--- config.mk ---
export PLATFORM = sky130hd
export DESIGN_NAME = spimi_master
export DESIGN_NICKNAME = d
export VERILOG_FILES = /design/src/spimi_pkg.sv /design/src/spimi_master.sv /design/src/spimi_fifo.sv
export SDC_FILE = /design/constraint.sdc
export NUM_CORES = 1
export LEC_CHECK = 0
export BUFFER_PORTS_ARGS = -buffer_cell sky130_fd_sc_hd__buf_2
export CAP_MARGIN = 20
export CORE_MARGIN = 3
export CORE_UTILIZATION = 55
export CTS_BUF_LIST = sky130_fd_sc_hd__clkbuf_16
export DETAILED_ROUTE_END_ITERATION = 6
export PLACE_DENSITY_LB_ADDON = 0.25
export SYNTH_ARGS = -nofsm -noshare
export SYNTH_HDL_FRONTEND = slang
export SYNTH_SLANG_ARGS = --single-unit
--- constraint.sdc ---
create_clock -name i_mclk -period 27.5 [get_ports i_mclk]
set_input_delay 2.75 -clock i_mclk [delete_from_list [all_inputs] [get_ports i_mclk]]
set_output_delay 2.75 -clock i_mclk [all_outputs]
set_load 0.02 [all_outputs]
--- src/spimi_pkg.sv ---
// Constants, field layouts and types shared by the serial master with interrupts.
package spimi_pkg;
	localparam int         DATA_W       = 16;
	localparam int         TX_DEPTH     = 8;
	localparam int         RX_DEPTH     = 8;
	localparam int         STAGE_DEPTH  = 2;
	localparam int         LVL_W        = 4;
	localparam int         NCS          = 5;
	localparam int         NIRQ         = 5;
	localparam int         BAUD_W       = 16;
	localparam int         CFG_W        = 16;
	localparam int         CFG_DFS_LSB  = 0;
	localparam int         CFG_TRANSFER_MODE_LSB = 8;
	localparam logic [1:0] OWNER_MASTER = 2'h2;
	localparam logic [1:0] TRANSFER_MODE_TX_RX   = 2'h0;
	localparam logic [1:0] TRANSFER_MODE_TX_ONLY = 2'h1;
	localparam logic [3:0] DFS_MIN      = 4'h3;
	localparam int         IRQ_TX_THR   = 0;
	localparam int         IRQ_TX_OVF   = 1;
	localparam int         IRQ_RX_UNF   = 2;
	localparam int         IRQ_RX_OVF   = 3;
	localparam int         IRQ_RX_THR   = 4;
	localparam logic [NIRQ-1:0]   IRQ_MASK_RST = 5'h1f;
	localparam logic [NIRQ-1:0]   IRQ_RST      = 5'h00;
	localparam logic [NCS-1:0]    CS_IDLE      = 5'h1f;
	localparam logic [BAUD_W-1:0] HALF_MIN     = 16'h0001;
	localparam logic [DATA_W-1:0] WORD_RST     = 16'h0000;

	typedef enum logic [1:0]
	{
		spimi_idle  = 2'b00,
		spimi_shift = 2'b01,
		spimi_end   = 2'b11
	} spimi_state_t;
endpackage : spimi_pkg

--- src/spimi_master.sv ---
// Serial peripheral master with FIFOs, five interrupt sources and mask logic.
// How it works
// - Receive threshold irq while fill above threshold.
// - Sticky receive overflow, cleared by clear read.
// - Sticky receive underflow on empty data read.
// - Sticky transmit overflow on full data write.
// - Transmit threshold irq while fill below threshold.
// - Raw status shows all five sources unmasked.
// - Per-source mask bit, all enabled after reset.
// - Masked status is raw and mask combined.
// - Interrupt out needs enabled source and controller.
// - Config 0x10F means 16-bit transmit only.
// - Slave-select bit n drives chip select n.
// - Queued frames go back to back, one select.
// - Select held all transfer, ends when empty.
// - Busy lags writes; check empty and busy.
// - Transmit-only drops receive data, runs while queued.
`timescale 1ns/1ps
module spimi_master (
	input  wire logic                              i_mclk,
	input  wire logic                              i_sys_rst,
	input  wire logic                              i_ena,
	input  wire logic [1:0]                        i_owner_sel,
	input  wire logic                              i_controller_enable,
	input  wire logic [spimi_pkg::BAUD_W-1:0]      i_baud_divisor,
	input  wire logic [spimi_pkg::CFG_W-1:0]       i_transaction_config,
	input  wire logic [spimi_pkg::NCS-1:0]         i_slave_select_mask,
	input  wire logic [spimi_pkg::LVL_W-1:0]       i_tx_threshold_level,
	input  wire logic [spimi_pkg::LVL_W-1:0]       i_rx_threshold_level,
	input  wire logic                              i_irq_mask_wr,
	input  wire logic [spimi_pkg::NIRQ-1:0]        i_irq_mask_data,
	input  wire logic                              i_fifo_data_port_wr,
	input  wire logic [spimi_pkg::DATA_W-1:0]      i_fifo_data_port_wdata,
	input  wire logic                              i_fifo_data_port_rd,
	input  wire logic                              i_rx_overflow_clear,
	input  wire logic                              i_rx_underflow_clear,
	input  wire logic                              i_tx_overflow_clear,
	input  wire logic                              i_miso,
	output logic                                   o_sclk,
	output logic                                   o_mosi,
	output logic [spimi_pkg::NCS-1:0]              o_chip_select_n,
	output logic [spimi_pkg::DATA_W-1:0]           o_fifo_data_port_rdata,
	output logic                                   o_fifo_data_port_rvalid,
	output logic                                   o_tx_full,
	output logic                                   o_tx_fifo_empty,
	output logic                                   o_busy,
	output logic [spimi_pkg::LVL_W-1:0]            o_tx_fill_level,
	output logic [spimi_pkg::LVL_W-1:0]            o_rx_fill_level,
	output logic [spimi_pkg::NIRQ-1:0]             o_irq_mask,
	output logic [spimi_pkg::NIRQ-1:0]             o_raw_irq_status,
	output logic [spimi_pkg::NIRQ-1:0]             o_masked_irq_status,
	output logic                                   o_irq
);
	import spimi_pkg::*;

	spimi_state_t        state_ff, nxt_state;
	logic [BAUD_W-1:0]   baud_cnt_ff, nxt_baud_cnt;
	logic                sclk_ff, nxt_sclk;
	logic                mosi_ff, nxt_mosi;
	logic [NCS-1:0]      cs_n_ff, nxt_cs_n;
	logic [3:0]          bit_cnt_ff, nxt_bit_cnt;
	logic [DATA_W-1:0]   tx_word_ff, nxt_tx_word;
	logic [DATA_W-1:0]   rx_sh_ff, nxt_rx_sh;
	logic                busy_ff, nxt_busy;
	logic [DATA_W-1:0]   rdata_ff, nxt_rdata;
	logic                rvalid_ff, nxt_rvalid;
	logic                tx_empty_ff, nxt_tx_empty;
	logic [NIRQ-1:0]     mask_ff, nxt_mask;
	logic [NIRQ-1:0]     raw_ff, nxt_raw;
	logic [NIRQ-1:0]     masked_ff, nxt_masked;
	logic                irq_ff, nxt_irq;
	logic                tx_full_ff, nxt_tx_full;

	logic                tx_wr_ready;
	logic                tx_rd_valid;
	logic [DATA_W-1:0]   tx_head;
	logic                tx_pop;
	logic [LVL_W-1:0]    tx_count;
	logic                stg_wr_ready;
	logic                stg_rd_valid;
	logic [DATA_W-1:0]   stg_rd_data;
	logic                rx_wr_ready;
	logic                rx_rd_valid;
	logic [DATA_W-1:0]   rx_head;
	logic                rx_pop;
	logic [LVL_W-1:0]    rx_count;
	logic                rx_push;
	logic [DATA_W-1:0]   frame_mask;
	logic [DATA_W-1:0]   rx_frame;
	logic [3:0]          dfs_raw;
	logic [3:0]          dfs_eff;
	logic [1:0]          transfer_mode;
	logic [BAUD_W-1:0]   half_period;
	logic [BAUD_W-1:0]   half_m1;
	logic                run_ok;
	logic                ev_tx_ovf;
	logic                ev_rx_ovf;
	logic                ev_rx_unf;

	assign dfs_raw     = i_transaction_config[CFG_DFS_LSB +: 4];
	assign dfs_eff     = (dfs_raw < DFS_MIN) ? DFS_MIN : dfs_raw;
	assign transfer_mode        = i_transaction_config[CFG_TRANSFER_MODE_LSB +: 2];
	assign half_period = (i_baud_divisor[BAUD_W-1:1] == '0) ? HALF_MIN : {1'b0, i_baud_divisor[BAUD_W-1:1]};
	assign half_m1     = half_period - HALF_MIN;
	assign run_ok      = i_controller_enable && (i_owner_sel == OWNER_MASTER);

	// Only the bits of the programmed frame size are kept from the shifter.
	for (genvar b = 0; b < DATA_W; b++)
	begin : g_mask
		assign frame_mask[b] = (4'(b) <= dfs_eff);
	end
	assign rx_frame = rx_sh_ff & frame_mask;

	spimi_fifo #(
		.W     (DATA_W),
		.DEPTH (TX_DEPTH)
	) u_tx_fifo (
		.i_mclk     (i_mclk),
		.i_sys_rst  (i_sys_rst),
		.i_ena      (i_ena),
		.i_wr_valid (i_fifo_data_port_wr),
		.i_wr_data  (i_fifo_data_port_wdata),
		.o_wr_ready (tx_wr_ready),
		.o_rd_valid (tx_rd_valid),
		.o_rd_data  (tx_head),
		.i_rd_ready (tx_pop),
		.o_count    (tx_count)
	);

	// Two-entry stage between the shifter and the receive FIFO, so a full FIFO backs up before a word is lost.
	spimi_fifo #(
		.W     (DATA_W),
		.DEPTH (STAGE_DEPTH)
	) u_rx_stage (
		.i_mclk     (i_mclk),
		.i_sys_rst  (i_sys_rst),
		.i_ena      (i_ena),
		.i_wr_valid (rx_push),
		.i_wr_data  (rx_frame),
		.o_wr_ready (stg_wr_ready),
		.o_rd_valid (stg_rd_valid),
		.o_rd_data  (stg_rd_data),
		.i_rd_ready (rx_wr_ready),
		.o_count    ()
	);

	spimi_fifo #(
		.W     (DATA_W),
		.DEPTH (RX_DEPTH)
	) u_rx_fifo (
		.i_mclk     (i_mclk),
		.i_sys_rst  (i_sys_rst),
		.i_ena      (i_ena),
		.i_wr_valid (stg_rd_valid),
		.i_wr_data  (stg_rd_data),
		.o_wr_ready (rx_wr_ready),
		.o_rd_valid (rx_rd_valid),
		.o_rd_data  (rx_head),
		.i_rd_ready (rx_pop),
		.o_count    (rx_count)
	);

	// Serial engine; mode 0 clocking, data sampled on the rising edge and changed on the falling edge.
	always_comb
	begin
		nxt_state    = state_ff;
		nxt_baud_cnt = baud_cnt_ff;
		nxt_sclk     = sclk_ff;
		nxt_mosi     = mosi_ff;
		nxt_cs_n     = cs_n_ff;
		nxt_bit_cnt  = bit_cnt_ff;
		nxt_tx_word  = tx_word_ff;
		nxt_rx_sh    = rx_sh_ff;
		tx_pop       = 1'b0;
		rx_push      = 1'b0;
		unique case (state_ff)
			spimi_idle:
			begin
				nxt_cs_n = CS_IDLE;
				nxt_sclk = 1'b0;
				if (run_ok && tx_rd_valid)
				begin
					tx_pop       = 1'b1;
					nxt_tx_word  = tx_head;
					nxt_bit_cnt  = dfs_eff;
					nxt_mosi     = tx_head[dfs_eff];
					nxt_cs_n     = ~i_slave_select_mask;
					nxt_baud_cnt = '0;
					nxt_state    = spimi_shift;
				end
			end
			spimi_shift:
			begin
				if (!run_ok)
					nxt_state = spimi_end;
				else if (baud_cnt_ff != half_m1)
					nxt_baud_cnt = baud_cnt_ff + HALF_MIN;
				else
				begin
					nxt_baud_cnt = '0;
					nxt_sclk     = ~sclk_ff;
					if (!sclk_ff)
						nxt_rx_sh = {rx_sh_ff[DATA_W-2:0], i_miso};
					else if (bit_cnt_ff != 4'h0)
					begin
						nxt_bit_cnt = bit_cnt_ff - 4'h1;
						nxt_mosi    = tx_word_ff[bit_cnt_ff - 4'h1];
					end
					else
					begin
						rx_push = (transfer_mode != TRANSFER_MODE_TX_ONLY);
						if (tx_rd_valid)
						begin
							tx_pop      = 1'b1;
							nxt_tx_word = tx_head;
							nxt_bit_cnt = dfs_eff;
							nxt_mosi    = tx_head[dfs_eff];
						end
						else
							nxt_state = spimi_end;
					end
				end
			end
			spimi_end:
			begin
				nxt_cs_n  = CS_IDLE;
				nxt_sclk  = 1'b0;
				nxt_state = spimi_idle;
			end
			default:
				nxt_state = spimi_idle;
		endcase
		nxt_busy = (nxt_state != spimi_idle);
	end

	always_ff @(posedge i_mclk or posedge i_sys_rst)
	begin
		if (i_sys_rst)
		begin
			state_ff    <= spimi_idle;
			baud_cnt_ff <= '0;
			sclk_ff     <= 1'b0;
			mosi_ff     <= 1'b0;
			cs_n_ff     <= CS_IDLE;
			bit_cnt_ff  <= 4'h0;
			tx_word_ff  <= WORD_RST;
			rx_sh_ff    <= WORD_RST;
			busy_ff     <= 1'b0;
		end
		else if (i_ena)
		begin
			state_ff    <= nxt_state;
			baud_cnt_ff <= nxt_baud_cnt;
			sclk_ff     <= nxt_sclk;
			mosi_ff     <= nxt_mosi;
			cs_n_ff     <= nxt_cs_n;
			bit_cnt_ff  <= nxt_bit_cnt;
			tx_word_ff  <= nxt_tx_word;
			rx_sh_ff    <= nxt_rx_sh;
			busy_ff     <= nxt_busy;
		end
	end

	// Software side of the data port and the interrupt sources.
	always_comb
	begin
		ev_tx_ovf    = i_fifo_data_port_wr && !tx_wr_ready;
		ev_rx_ovf    = rx_push && !stg_wr_ready;
		ev_rx_unf    = i_fifo_data_port_rd && !rx_rd_valid;
		rx_pop       = i_fifo_data_port_rd && rx_rd_valid;
		nxt_rdata    = rx_pop ? rx_head : rdata_ff;
		nxt_rvalid   = rx_pop;
		nxt_tx_empty = !tx_rd_valid;
		// Full is rebuilt from the count so the pin comes straight from a flop and never lags the FIFO.
		nxt_tx_full  = (tx_count + LVL_W'(i_fifo_data_port_wr && tx_wr_ready) - LVL_W'(tx_pop)) == LVL_W'(TX_DEPTH);
		nxt_mask     = i_irq_mask_wr ? i_irq_mask_data : mask_ff;
		nxt_raw      = raw_ff;
		nxt_raw[IRQ_RX_THR] = ({1'b0, rx_count} > {1'b0, i_rx_threshold_level});
		nxt_raw[IRQ_TX_THR] = ({1'b0, tx_count} < {1'b0, i_tx_threshold_level});
		// A new event in the cycle of a clear read keeps the flag set.
		nxt_raw[IRQ_RX_OVF] = ev_rx_ovf || (raw_ff[IRQ_RX_OVF] && !i_rx_overflow_clear);
		nxt_raw[IRQ_RX_UNF] = ev_rx_unf || (raw_ff[IRQ_RX_UNF] && !i_rx_underflow_clear);
		nxt_raw[IRQ_TX_OVF] = ev_tx_ovf || (raw_ff[IRQ_TX_OVF] && !i_tx_overflow_clear);
		nxt_masked = raw_ff & mask_ff;
		nxt_irq    = (|masked_ff) && i_controller_enable;
	end

	always_ff @(posedge i_mclk or posedge i_sys_rst)
	begin
		if (i_sys_rst)
		begin
			rdata_ff    <= WORD_RST;
			rvalid_ff   <= 1'b0;
			tx_empty_ff <= 1'b1;
			tx_full_ff  <= 1'b0;
			mask_ff     <= IRQ_MASK_RST;
			raw_ff      <= IRQ_RST;
			masked_ff   <= IRQ_RST;
			irq_ff      <= 1'b0;
		end
		else if (i_ena)
		begin
			rdata_ff    <= nxt_rdata;
			rvalid_ff   <= nxt_rvalid;
			tx_empty_ff <= nxt_tx_empty;
			tx_full_ff  <= nxt_tx_full;
			mask_ff     <= nxt_mask;
			raw_ff      <= nxt_raw;
			masked_ff   <= nxt_masked;
			irq_ff      <= nxt_irq;
		end
	end

	assign o_sclk                  = sclk_ff;
	assign o_mosi                  = mosi_ff;
	assign o_chip_select_n         = cs_n_ff;
	assign o_fifo_data_port_rdata  = rdata_ff;
	assign o_fifo_data_port_rvalid = rvalid_ff;
	assign o_tx_full               = tx_full_ff;
	assign o_tx_fifo_empty         = tx_empty_ff;
	assign o_busy                  = busy_ff;
	assign o_tx_fill_level         = tx_count;
	assign o_rx_fill_level         = rx_count;
	assign o_irq_mask              = mask_ff;
	assign o_raw_irq_status        = raw_ff;
	assign o_masked_irq_status     = masked_ff;
	assign o_irq                   = irq_ff;
endmodule : spimi_master

--- src/spimi_fifo.sv ---
// Flip-flop FIFO with valid and ready on both sides and registered flags.
`timescale 1ns/1ps
module spimi_fifo #(
	parameter int W     = 16,
	parameter int DEPTH = 8
) (
	input  wire logic                       i_mclk,
	input  wire logic                       i_sys_rst,
	input  wire logic                       i_ena,
	input  wire logic                       i_wr_valid,
	input  wire logic [W-1:0]               i_wr_data,
	output logic                            o_wr_ready,
	output logic                            o_rd_valid,
	output logic [W-1:0]                    o_rd_data,
	input  wire logic                       i_rd_ready,
	output logic [$clog2(DEPTH+1)-1:0]      o_count
);
	localparam int IW = (DEPTH > 1) ? $clog2(DEPTH) : 1;
	localparam int CW = $clog2(DEPTH + 1);
	localparam logic [IW-1:0] LAST = IW'(DEPTH - 1);
	localparam logic [CW-1:0] FULL = CW'(DEPTH);

	logic [W-1:0]  mem_ff [DEPTH];
	logic [IW-1:0] wr_idx_ff, nxt_wr_idx;
	logic [IW-1:0] rd_idx_ff, nxt_rd_idx;
	logic [CW-1:0] count_ff, nxt_count;
	logic          ready_ff, nxt_ready;
	logic          valid_ff, nxt_valid;
	logic          do_wr;
	logic          do_rd;

	always_comb
	begin
		do_wr      = i_wr_valid & ready_ff;
		do_rd      = i_rd_ready & valid_ff;
		nxt_wr_idx = wr_idx_ff;
		nxt_rd_idx = rd_idx_ff;
		nxt_count  = count_ff;
		if (do_wr)
			nxt_wr_idx = (wr_idx_ff == LAST) ? '0 : wr_idx_ff + IW'(1);
		if (do_rd)
			nxt_rd_idx = (rd_idx_ff == LAST) ? '0 : rd_idx_ff + IW'(1);
		if (do_wr && !do_rd)
			nxt_count = count_ff + CW'(1);
		else if (do_rd && !do_wr)
			nxt_count = count_ff - CW'(1);
		nxt_ready = (nxt_count != FULL);
		nxt_valid = (nxt_count != '0);
	end

	always_ff @(posedge i_mclk or posedge i_sys_rst)
	begin
		if (i_sys_rst)
		begin
			wr_idx_ff <= '0;
			rd_idx_ff <= '0;
			count_ff  <= '0;
			ready_ff  <= 1'b1;
			valid_ff  <= 1'b0;
		end
		else if (i_ena)
		begin
			wr_idx_ff <= nxt_wr_idx;
			rd_idx_ff <= nxt_rd_idx;
			count_ff  <= nxt_count;
			ready_ff  <= nxt_ready;
			valid_ff  <= nxt_valid;
		end
	end

	for (genvar e = 0; e < DEPTH; e++)
	begin : g_entry
		logic [W-1:0] nxt_mem;
		always_comb
		begin
			nxt_mem = mem_ff[e];
			if (do_wr && wr_idx_ff == IW'(e))
				nxt_mem = i_wr_data;
		end
		always_ff @(posedge i_mclk or posedge i_sys_rst)
		begin
			if (i_sys_rst)
				mem_ff[e] <= '0;
			else if (i_ena)
				mem_ff[e] <= nxt_mem;
		end
	end

	assign o_wr_ready = ready_ff;
	assign o_rd_valid = valid_ff;
	assign o_rd_data  = mem_ff[rd_idx_ff];
	assign o_count    = count_ff;
endmodule : spimi_fifo

==> flow_summary.toml <==
[route]
avgViaCountPerCell = 5.843
drt_wl_total_microns = 42240
first_pass_iters = 5
dr_total_vias = 13193
postRouteAntennaNets = 0
wl_per_cell_microns = 18.71
drc = 0
dr.first_iter.drc_count = 791

[synthesis]
synth_edf_count = 0
synth_top_area_cell = "dfrtp_1"
syn_avg_cell_area_sq_um = 11.69
synth_top_area_frac = 0.5099
netlist_area_sq_um = 19680
syn_inst = 1683
yosys_warnings = 0
synth.distinct_cells = 69
synth_seq_area_share = 0.5285
synthArstFlopShare = 1.000
synth_top_flop_cell = "dfrtp_1"
netlist_top_cells_count = "dfrtp_1, o21ai_0, nand2_1, mux2_2, clkbuf_1"
yosysMostFrequentCell = "dfrtp_1"
ys_ff_latch = 415
syn_nets = 1803
synth_area_leaders = "dfrtp_1, mux2_2, mux4_2"

[timing]
fin_crit_ns = 7.504
fin_skew_ns = 0.01794
finalHoldViolCount = 0
timing.fmax_mhz = 133.3
slew_violations = 0
timing.final.crit_share = 0.2729
hold-worst-slack_ns = 0.4712
rsz0062_at_grt = "no"
finalSetupViolCount = 0
tns_ns = 0
worst_pin_slew_ns = 1.142
relSlewSlack = 0.2389

[clocking]
clk_pin_slew_ns = 0.06
postCtsSetupBuffers = 0
clk_latency_ns = 0.55
cts_hold_buf = 0
numClockSinks = 415
tritoncts = "built"
htreeDepth = 2
clockBufferDepth = 3
post_cts_resize_count = 0
cts-root-buf = "clkbuf_16"
cts_made_buffers = 43

[layout]
fin_nets = 1891
area_delta_synth_final_pct = 11.92
antenna_cells = 0
layout-drive-gt1-share = 0.2573

[grt]
grtUsageTotal = 0.2252
grt_pass1_vias = 13443
grt_first_pass_wirelength_microns = 70570
grt_max_degree = 154
overflow = 0
antenna_found_initial = 3

[critical_path]
critPathCaptureType = "flop"
critPathLaunchType = "input port"
crit_fanout = 8
cp.required_ns = 27.98
crit_arrival_ns = 7.98
path_class = "input port to flop"

[power_and_ir_drop]
peakVddDrop_v = 0.00009879
power.leakage_uw = 0.01000
powerDensity_nw_per_um2 = 92.29

[place]
hpwl_microns = 26760
io_buffers = 118
routabilityCongestion = 0.8629

[floorplan]
die_h_microns = 195.2
start_util = 0.5642
die_area_sq_um = 38090
core_sq_um = 34880
io_pins = 130
rows = 68
dieWidth_microns = 195.2

[run]
maxCapViolCount = 0

[run_status]
outcome = "completed"

[min_path]
min_path_type = "flop to flop"
cells by family (layout without fill, tap and decap cells):
family,after synthesis,in the layout,share of synthesized area
AOI/OAI and AO/OA,330,330,0.09396
xor gates and xnor gates,44,44,0.01958
adders and majority gates,41,41,0.02645
buffers and inverters,140,260,0.02810
DFF,415,415,0.5285
muxes,297,297,0.2085
and+or+nand+nor,416,416,0.09491
cell type report:
type | instances | area (sq um)
Fill cell | 2737 | 12860
Inverter | 43 | 168.9
Clock buffer | 44 | 1101
Sequential cell | 415 | 10410
Tap cell | 455 | 569.3
Multi-Input combinational cell | 1128 | 8726
Clock inverter | 33 | 198.9
Timing Repair Buffer | 140 | 858.3
through the flow:
step	std cells	total power, uW	instance area, sq um	setup WS, ns	util
floorplan	1683	1334	19680	13.22	-
finish	2258	2033	22030	20.00	0.6315
global route	2258	2157	22030	19.75	0.6315
global placement	2174	1464	20570	19.60	0.5897
CTS	2251	2042	21870	20.11	0.6270
detailed placement	2174	1497	20570	19.54	0.5897
cell usage in the layout, fill, tap and decap left out, types with 14 or more instances in the layout:
cell and count:
o21ai_0 240, dfrtp_1 399, a21oi_1 31, buf_2 118
nor3_1 17, nand3_1 37, mux4_2 69, ha_1 40
buf_4 15, clkbuf_16 44, mux2_2 167, xnor2_1 27
xor2_1 17, and3_1 14, dfstp_2 14, nor2_1 50
mux2i_1 45, nand2_1 236, inv_1 56
routing by layer:
layer  track usage  vias to the layer above  routed length (microns)
met1        0.3045                     6682                    18320
met3       0.03330                       71                     1490
li1              -                     6188                        -
met2        0.3797                      246                    21230
met4       0.07262                        6                     1180
met5             0                        -                       25
worst max-delay path, stage by stage:
cell and delay (ns):
buf_2 0.14, or4_1 0.68, nor3_4 0.28, a21oi_1 0.15, ha_1 0.32, xnor2_1 0.13, a211oi_1 0.20, o21ai_0 0.12
nor3_1 0.21, o2111ai_1 0.18, nor3_1 0.86, o21a_1 0.43, ha_1 0.30, inv_1 0.06, ha_1 0.16, inv_1 0.06
fa_1 0.38, xor2_1 0.17, nor3_1 0.21, a32o_1 0.19
worst paths after layout:
check                                           from                        end  slack, ns  depth (start not counted)
max                                i_baud_divisor[7]                  o_tx_full      20.00                         20
min                        o_fifo_data_port_rdata[1]  o_fifo_data_port_rdata[1]       0.47                          2
max reg2reg                            bit_cnt_ff[0]                  o_tx_full      22.79                         14
min reg2reg                o_fifo_data_port_rdata[1]  o_fifo_data_port_rdata[1]       0.47                          2
max in group asynchronous                  i_sys_rst       u_tx_fifo.mem_ff[53]      22.68                          5
min in group asynchronous                  i_sys_rst       u_rx_fifo.o_count[1]       2.14                          2
state kept, by name (all words and copies together) (netlist names), 4 cells and up:
signal,cells
o_masked_irq_status,5
o_fifo_data_port_rdata,16
u_tx_fifo.mem_ff,128
u_tx_fifo.o_count,4
o_irq_mask,5
u_rx_stage.mem_ff,32
o_chip_select_n,5
tx_word_ff,16
o_raw_irq_status,5
bit_cnt_ff,4
u_rx_fifo.o_count,4
rx_sh_ff,16
u_rx_fifo.mem_ff,128
baud_cnt_ff,16
power by group:
group	switching [uW]	internal, uW	leakage (uW)
Sequential	108	749	0.00545
Combinational	313	323	0.00386
Clock	233	307	0.000693
Total	654	1380	0.0100
(Power assumes the default switching activity.)
